[src/hw/tsr_pkg.sv]
// package: constants for the serial temperature readout block
`default_nettype none
package tsr_pkg;
  localparam int TSR_WORD_W = 16;
  localparam int TSR_TEMP_W = 14;
  localparam int TSR_CMD_W = 8;
  localparam int TSR_RX_BITS = 16;
  localparam int TSR_CNT_W = 6;
  localparam logic [5:0] TSR_TX_LAST = 6'h0F;
  localparam logic [5:0] TSR_ACC_END = 6'h20;
  localparam logic [5:0] TSR_TX_DONE = 6'h10;
  localparam logic [5:0] TSR_CMD_CNT = 6'h18;
  localparam logic [1:0] TSR_PAD_ONES = 2'h3;
  localparam logic [7:0] TSR_CMD_SHUTDOWN = 8'hFF;
  localparam logic [7:0] TSR_CMD_CONTINUOUS = 8'h00;
  localparam logic [15:0] TSR_WORD_RESET = 16'h0003;
  localparam real TSR_LSB_DEG_C = 0.03125;
  // arbitrary neutral identity value
  localparam logic [13:0] TSR_ID_DEFAULT = 14'h2A5C;
  typedef enum logic [1:0] {
    TSR_MODE_CONT = 2'b01,
    TSR_MODE_SHDN = 2'b10
  } tsr_mode_t;
endpackage : tsr_pkg
`default_nettype wire

[src/hw/tsr_sync.sv]
// two-flop synchroniser for one pin
`timescale 1ns/10ps
`default_nettype none
module tsr_sync
  import tsr_pkg::*;
#(
  parameter logic RST_VAL = 1'b0
)(
  input wire logic clk_i,   // system clock
  input wire logic rst_n_i, // sync reset
  input wire logic d_i,     // async input
  output logic q_o          // synchronised
);
  logic s1_ff;
  logic s2_ff;
  always_ff @(posedge clk_i)
  begin
    if (!rst_n_i)
    begin
      s1_ff <= RST_VAL;
      s2_ff <= RST_VAL;
    end
    else
    begin
      s1_ff <= d_i;
      s2_ff <= s1_ff;
    end
  end
  assign q_o = s2_ff;
endmodule : tsr_sync
`default_nettype wire

[src/hw/tsr_serial_regs.sv]
// serial readout and mode control of the temperature sensor
// Operation
// - temperature is a 14-bit two's complement value, 0.03125 C per step
// - temperature sits in bits 15..2; bits 1..0 always read one
// - read word shifts out msb first
// - low config byte all ones selects shutdown
// - config all zeros selects continuous conversion
// - reads and writes keep working during shutdown
// - shutdown reads return the fixed identity word
// - identity data in bits 15..2, bits 1..0 read one
// - three registers: temperature and identity read-only, config write-only
// - access is 16 clocks out then 16 clocks in
// - output changes on falling edge, input sampled on rising edge
// - only the last eight bits received before deselect count
// - reset loads the temperature word 0x0003, clears the other registers and selects continuous conversion
`timescale 1ns/10ps
`default_nettype none
module tsr_serial_regs
  import tsr_pkg::*;
#(
  parameter logic [TSR_TEMP_W-1:0] ID_CODE = TSR_ID_DEFAULT // arbitrary value
)(
  input wire logic clk_i,                        // 10 MHz system clock
  input wire logic rst_n_i,                      // sync reset, active low
  input wire logic serial_clock_in_i,            // serial clock from master
  input wire logic cs_n_i,                       // chip select, active low
  input wire logic sio_i,                        // data line level in
  output logic sio_o,                            // data line drive value
  output logic sio_oe_o,                         // data line drive enable
  input wire logic [TSR_TEMP_W-1:0] temp_code_i, // converter result
  input wire logic temp_valid_i,                 // conversion done pulse
  output logic shutdown_o                        // shutdown mode active
);
  // each pin crosses into clk_i through two flops
  logic sck_s;
  logic cs_n_s;
  logic sio_s;
  tsr_sync #(.RST_VAL(1'b0)) u_sck (.clk_i(clk_i), .rst_n_i(rst_n_i),
    .d_i(serial_clock_in_i), .q_o(sck_s));
  tsr_sync #(.RST_VAL(1'b1)) u_cs (.clk_i(clk_i), .rst_n_i(rst_n_i),
    .d_i(cs_n_i), .q_o(cs_n_s));
  tsr_sync #(.RST_VAL(1'b0)) u_sio (.clk_i(clk_i), .rst_n_i(rst_n_i),
    .d_i(sio_i), .q_o(sio_s));

  // state registers and their next values
  logic sck_d_ff, cs_d_ff;
  logic [TSR_WORD_W-1:0] temp_ff, nxt_temp;
  logic [TSR_WORD_W-1:0] tx_ff, nxt_tx;
  logic [TSR_CMD_W-1:0] rx_ff, nxt_rx;
  logic [TSR_CNT_W-1:0] cnt_ff, nxt_cnt;
  logic sio_ff, nxt_sio;
  logic oe_ff, nxt_oe;
  tsr_mode_t mode_ff, nxt_mode;
  logic rise, fall, sel, desel, active;

  // edge detect one flop behind; reset levels equal the idle pins
  assign rise = sck_s & ~sck_d_ff;
  assign fall = ~sck_s & sck_d_ff;
  assign sel = ~cs_n_s & cs_d_ff;
  assign desel = cs_n_s & ~cs_d_ff;
  assign active = ~cs_n_s;

  always_comb
  begin
    nxt_temp = temp_ff;
    nxt_tx = tx_ff;
    nxt_rx = rx_ff;
    nxt_cnt = cnt_ff;
    nxt_sio = sio_ff;
    nxt_oe = oe_ff;
    nxt_mode = mode_ff;
    // a conversion may finish mid access; only the stored word moves
    if (temp_valid_i)
      nxt_temp = {temp_code_i, TSR_PAD_ONES};
    if (sel)
    begin
      if (mode_ff == TSR_MODE_SHDN)
        nxt_tx = {ID_CODE, TSR_PAD_ONES};
      else
        nxt_tx = temp_ff;
      // first bit goes out at select, before any clock
      nxt_sio = nxt_tx[TSR_WORD_W-1];
      nxt_oe = 1'b1;
      nxt_cnt = '0;
    end
    else if (desel)
    begin
      nxt_oe = 1'b0;
      // fewer than eight write bits leave stale command bits: ignore them
      if (cnt_ff >= TSR_CMD_CNT)
      begin
        // other codes leave the mode alone; no test mode modelled
        if (rx_ff == TSR_CMD_SHUTDOWN)
          nxt_mode = TSR_MODE_SHDN;
        else if (rx_ff == TSR_CMD_CONTINUOUS)
          nxt_mode = TSR_MODE_CONT;
      end
    end
    else if (active)
    begin
      if (rise && cnt_ff != TSR_ACC_END)
      begin
        nxt_cnt = cnt_ff + 6'h01;
        if (cnt_ff > TSR_TX_LAST)
          nxt_rx = {rx_ff[TSR_CMD_W-2:0], sio_s};
      end
      if (fall && cnt_ff <= TSR_TX_LAST && cnt_ff != '0)
      begin
        nxt_tx = {tx_ff[TSR_WORD_W-2:0], 1'b1};
        nxt_sio = nxt_tx[TSR_WORD_W-1];
      end
      // the master owns the line from this falling edge on
      if (fall && cnt_ff == TSR_TX_DONE)
        nxt_oe = 1'b0;
    end
  end

  always_ff @(posedge clk_i)
  begin
    if (!rst_n_i)
    begin
      sck_d_ff <= 1'b0;
      cs_d_ff <= 1'b1;
      temp_ff <= TSR_WORD_RESET;
      tx_ff <= '0;
      rx_ff <= '0;
      cnt_ff <= '0;
      sio_ff <= 1'b0;
      oe_ff <= 1'b0;
      mode_ff <= TSR_MODE_CONT;
    end
    else
    begin
      sck_d_ff <= sck_s;
      cs_d_ff <= cs_n_s;
      temp_ff <= nxt_temp;
      tx_ff <= nxt_tx;
      rx_ff <= nxt_rx;
      cnt_ff <= nxt_cnt;
      sio_ff <= nxt_sio;
      oe_ff <= nxt_oe;
      mode_ff <= nxt_mode;
    end
  end

  assign sio_o = sio_ff;
  assign sio_oe_o = oe_ff;
  assign shutdown_o = (mode_ff == TSR_MODE_SHDN);

  // protocol checks
  chk_mode_reset: assert property (@(posedge clk_i)
    !rst_n_i |=> mode_ff == TSR_MODE_CONT)
    else $error("mode not continuous after reset");
  chk_mode_hold: assert property (@(posedge clk_i) disable iff (!rst_n_i)
    !desel |=> $stable(mode_ff))
    else $error("mode changed without deselect");
  chk_tx_load: assert property (@(posedge clk_i) disable iff (!rst_n_i)
    sel && mode_ff == TSR_MODE_SHDN |=> tx_ff == {ID_CODE, TSR_PAD_ONES})
    else $error("identity word not loaded");
  chk_tx_held: assert property (@(posedge clk_i) disable iff (!rst_n_i)
    active && !sel && !fall |=> $stable(tx_ff))
    else $error("read word changed mid access");
  chk_pad_ones: assert property (@(posedge clk_i) disable iff (!rst_n_i)
    temp_ff[1:0] == TSR_PAD_ONES)
    else $error("pad bits not ones");
  chk_oe_sel: assert property (@(posedge clk_i) disable iff (!rst_n_i)
    sel |=> sio_oe_o && sio_o == tx_ff[TSR_WORD_W-1])
    else $error("first bit not driven at select");
  chk_oe_off: assert property (@(posedge clk_i) disable iff (!rst_n_i)
    cs_n_s && cs_d_ff |-> !sio_oe_o)
    else $error("line driven while deselected");
  chk_shdn_cmd: assert property (@(posedge clk_i) disable iff (!rst_n_i)
    desel && cnt_ff == TSR_ACC_END && rx_ff == TSR_CMD_SHUTDOWN
    |=> shutdown_o)
    else $error("shutdown not entered");
  chk_cont_cmd: assert property (@(posedge clk_i) disable iff (!rst_n_i)
    desel && cnt_ff == TSR_ACC_END && rx_ff == TSR_CMD_CONTINUOUS
    |=> !shutdown_o)
    else $error("continuous not entered");
  chk_shift_order: assert property (@(posedge clk_i) disable iff (!rst_n_i)
    active && !sel && fall && cnt_ff != '0 && cnt_ff <= TSR_TX_LAST
    |=> sio_o == $past(tx_ff[TSR_WORD_W-2]))
    else $error("read bit out of order");
  chk_oe_release: assert property (@(posedge clk_i) disable iff (!rst_n_i)
    active && !sel && fall && cnt_ff == TSR_TX_DONE |=> !sio_oe_o)
    else $error("line not released after read phase");
  chk_rx_sample: assert property (@(posedge clk_i) disable iff (!rst_n_i)
    active && !sel && rise && cnt_ff > TSR_TX_LAST && cnt_ff != TSR_ACC_END
    |=> rx_ff[0] == $past(sio_s))
    else $error("write bit not taken on rising edge");
  chk_short_keep: assert property (@(posedge clk_i) disable iff (!rst_n_i)
    desel && cnt_ff < TSR_CMD_CNT |=> $stable(mode_ff))
    else $error("mode changed by short write");
  chk_cnt_cap: assert property (@(posedge clk_i) disable iff (!rst_n_i)
    cnt_ff <= TSR_ACC_END)
    else $error("clock count past access end");
  chk_temp_latch: assert property (@(posedge clk_i) disable iff (!rst_n_i)
    temp_valid_i |=> temp_ff[TSR_WORD_W-1 -: TSR_TEMP_W] == $past(temp_code_i))
    else $error("temperature code not stored");
  chk_read_temp: assert property (@(posedge clk_i) disable iff (!rst_n_i)
    sel && mode_ff == TSR_MODE_CONT |=> tx_ff == $past(temp_ff))
    else $error("temperature word not loaded");
  chk_desel_release: assert property (@(posedge clk_i) disable iff (!rst_n_i)
    desel |=> !sio_oe_o)
    else $error("line kept after deselect");

  // main scenarios
  cov_full: cover property (@(posedge clk_i) desel && cnt_ff == TSR_ACC_END);
  cov_shdn: cover property (@(posedge clk_i) $rose(shutdown_o));
  cov_short: cover property (@(posedge clk_i) desel && cnt_ff <= TSR_TX_LAST);
  cov_byte: cover property (@(posedge clk_i) desel && cnt_ff == TSR_CMD_CNT);
  cov_wake: cover property (@(posedge clk_i) $fell(shutdown_o));
endmodule : tsr_serial_regs
`default_nettype wire

[config.mk]
export PLATFORM = sky130hd
export DESIGN_NAME = tsr_serial_regs
export DESIGN_NICKNAME = d
export VERILOG_FILES = /design/src/hw/tsr_pkg.sv /design/src/hw/tsr_sync.sv /design/src/hw/tsr_serial_regs.sv
export SDC_FILE = /design/constraint.sdc
export NUM_CORES = 1
export LEC_CHECK = 0
export CORE_MARGIN = 2
export CORE_UTILIZATION = 40
export CTS_BUF_LIST = sky130_fd_sc_hd__clkbuf_16
export CTS_CLUSTER_DIAMETER = 100
export DETAILED_ROUTE_END_ITERATION = 10
export DONT_BUFFER_PORTS = 1
export PLACE_DENSITY = 0.53
export SKIP_CTS_REPAIR_TIMING = 1
export SYNTH_ARGS = -nofsm -noshare
export SYNTH_HDL_FRONTEND = slang
export SYNTH_HIERARCHICAL = 1
export SYNTH_SLANG_ARGS = --single-unit
[constraint.sdc]
create_clock -name clk_i -period 5.35 [get_ports clk_i]
set_input_delay 0.2675 -clock clk_i [delete_from_list [all_inputs] [get_ports clk_i]]
set_output_delay 0.2675 -clock clk_i [all_outputs]
set_load 0.01 [all_outputs]
==> results.sh <==
export IMPL_postRouteAntennaNets=0
export IMPL_fmax_mhz=394
export IMPL_start_kind="flip-flop"
export IMPL_tightest_slew_ns=0.887
export IMPL_grt_pass1_wl_mm=6.99
export IMPL_drt_met1_wl_mm=2.25
export IMPL_maxCapViolCount=0
export IMPL_required_ns=5.54
export IMPL_layout_nets=254
export IMPL_power_density_mw_per_mm2=313
export IMPL_worst_path_max_fanout=27
export IMPL_postLayoutCellArea_mm2=0.00249
export IMPL_cp_data_arrival_time_ns=2.73
export IMPL_cts_buffer_depth=2
export IMPL_cp_top_family="adder cells"
export IMPL_coreArea_mm2=0.00557
export IMPL_viasPerCell=5.21
export IMPL_cp_end_kind="flip-flop"
export IMPL_regToRegSetupSlack_ns=2.81
export IMPL_drtIter0Drc=66
export IMPL_grt_max_degree=60
export IMPL_pin_count=23
export IMPL_hp_class="in -> reg"
export IMPL_rr_startpoint="u_cs/q_o"
export IMPL_dieArea_mm2=0.00649
export IMPL_finalCritPeriodShare=0.474
export IMPL_crit_chain="inv_1, ha_1, nor2b_1, a31o_1, o221ai_1, and3_1"
export IMPL_die_y_um=80.5
export IMPL_timing_rr_end="tx_ff[2]"
export IMPL_ys_ff_latch=55
export IMPL_finClkSkew_ns=0.00353
export IMPL_path_clk_slew_ns=0.07
export IMPL_setup_ws_ns=2.81
export IMPL_max_slew_margin=0.409
export IMPL_die_w_um=80.5
export IMPL_post_dp_hpwl_mm=2.67
export IMPL_power_uw=779
export IMPL_ys_types=41
export IMPL_numCtsBuffers=5
export IMPL_grt_pass1_vias=1447
export IMPL_period_minus_slack_ns=2.54
export IMPL_worstSetupPathType="reg -> reg"
export IMPL_hold_end="u_cs/s1_ff"
export IMPL_synth_fa_ha_area_frac=0.0267
export IMPL_wl_met3_um=202
export IMPL_wl_mm=4.18
export IMPL_syn_instance_count=238
export IMPL_critPathBufInv=1
export IMPL_grt_usage=0.140
export IMPL_place_gp_congestion=0.746
export IMPL_synth_compound_area_frac=0.134
export IMPL_holdWs_ns=0.0473
export IMPL_synth_mux_area_frac=0.103
export IMPL_cts_root_buffer="clkbuf_16"
export IMPL_vias=1573
export IMPL_min_delay_path_depth=1
export IMPL_place_area_mm2=0.00235
export IMPL_floorplan_rows=27
export IMPL_status="finished clean"
export IMPL_rsz0062_at_grt="no"
export IMPL_io_buffers=0
export IMPL_antenna_cells=0
export IMPL_synth_warnings=6
export IMPL_grt_overflow_total=0
export IMPL_synth_simple_gate_area_frac=0.195
export IMPL_reg2reg_depth=6
export IMPL_cts_sinks=55
export IMPL_multiInputGateArea_mm2=0.00112
export IMPL_place_ws_ns=2.84
export IMPL_drv_slew=0
export IMPL_finalSetupTns_ns=0
export IMPL_start_util=0.420
export IMPL_ir_worst_vdd_v=0.000150
export IMPL_synthXorXnorAreaFrac=0.0187
export IMPL_clkLatencyLatePin_ns=0.29
export IMPL_tritoncts="built"
export IMPL_drt_first_pass_iters=5
export IMPL_highest_layer="met4"
export IMPL_synth_seq_area_share=0.470
export IMPL_route_detailed_wl_per_inst_um=13.8
export IMPL_finalHoldViolations=0
export IMPL_regArea_mm2=0.00110
export IMPL_synth_fp_nets=263
export IMPL_wl_met2_mm=1.66
export IMPL_synth_top_family_by_area="simple AND/OR/NAND/NOR gates"
export IMPL_p_leak_nw=0.957
export IMPL_antenna_found_initial=0
export IMPL_syn_avg_cell_area_um2=9.85
export IMPL_min_from="rst_n_i"
export IMPL_netlist_area_mm2=0.00234
export IMPL_area_delta_synth_final_pct=6.30
export IMPL_setup_violations=0
export IMPL_cp_slowest_cell="ha_1"
export IMPL_htree_levels=2
export IMPL_fillCellCount=535
export IMPL_crit_path_max_incr_delay_ns=0.75
export IMPL_drc_errors=0
export IMPL_drive_gt1_frac=0.0565
## sequential cells by signal (all words and copies together) (netlist names)
register / flops
rx_ff: 8
cnt_ff: 6
sio_o: 1
cs_d_ff: 1
u_sck/s1_ff: 1
u_sio/s1_ff: 1
mode_ff: 2
temp_ff: 14
u_cs/q_o: 1
tx_ff: 15
u_cs/s1_ff: 1
u_sck/q_o: 1
u_sio/q_o: 1
sck_d_ff: 1
sio_oe_o: 1
## kinds of logic (layout without fill, tap and decap cells)
group | Yosys count | count (layout)
simple gates | 82 | 82
flops | 55 | 55
compound gates | 40 | 40
buf+inv | 27 | 19
mux | 24 | 24
fa+ha+maj | 5 | 5
xor+xnor | 5 | 5
## final cells by class
type,count,share of cell area
multi-input combinational,156,0.449
clock inverter,3,0.00653
tap,72,0.0362
inverter,11,0.0166
clock buffer,5,0.0502
sequential,55,0.442
## synthesized netlist by cell type (all sizes together)
library cell,number,area (um2)
dfxtp,55,1100
ha,5,62.6
a21oi,3,15.0
nand4b,1,8.76
o221ai,14,123
o31ai,1,7.51
and3,3,18.8
o211ai,1,7.51
xnor2,1,8.76
mux2i,24,240
or3b,2,17.5
inv,11,41.3
clkbuf,11,41.3
a31o,1,8.76
nor2b,16,100
a21boi,1,7.51
nand3,8,40.0
nand2b,5,31.3
o211a,5,50.1
xor2,4,35.0
nor4b,1,15.0
nand3b,1,7.51
and2,5,31.3
or3,1,6.26
nand4,4,25.0
a31oi,1,21.3
nand2,23,86.3
nor3b,1,12.5
nor2,7,28.8
o22ai,1,6.26
nor4,2,12.5
o21ba,1,10.0
o21ai,10,50.0
nor3,2,15.0
buf,5,42.5
o21a,1,7.51
## per-stage QoR
stage	utilization	instances
2_1_floorplan	-	238
6_report	0.447	302
3_3_place_gp	0.422	294
5_1_grt	0.447	302
4_1_cts	0.447	302
3_5_place_dp	0.422	294
## layout by cell type (no fill, tap or decap), types with 6 or more instances in the layout
cell type	instances
dfxtp_1	55
inv_1	12
mux2i_1	24
nand2_1	23
nand3_1	8
nor2_1	6
nor2b_1	16
o21ai_0	9
o221ai_1	14
## layer usage
layer | GRT usage | vias up
met5 | 0 | -
met4 | 0.0627 | 0
met3 | 0.0461 | 7
met2 | 0.193 | 31
met1 | 0.196 | 717
li1 | - | 818
## worst max path at each step
stage	to	depth (start not counted)	startpoint
3_3_place_gp	tx_ff[2]	6	u_cs/q_o
4_1_cts	tx_ff[2]	6	u_cs/q_o
5_1_grt	tx_ff[2]	6	u_cs/q_o
3_5_place_dp	tx_ff[2]	6	u_cs/q_o
2_1_floorplan	mode_ff[1]	6	u_cs/q_o
6_report	tx_ff[2]	6	u_cs/q_o
## report_power, final
group,internal (mW),switching (mW)
clock network,0.171,0.144
registers,0.423,0.00729
logic,0.0178,0.0156
total,0.611,0.167
Note: power is estimated with default switching activity, not from simulation.
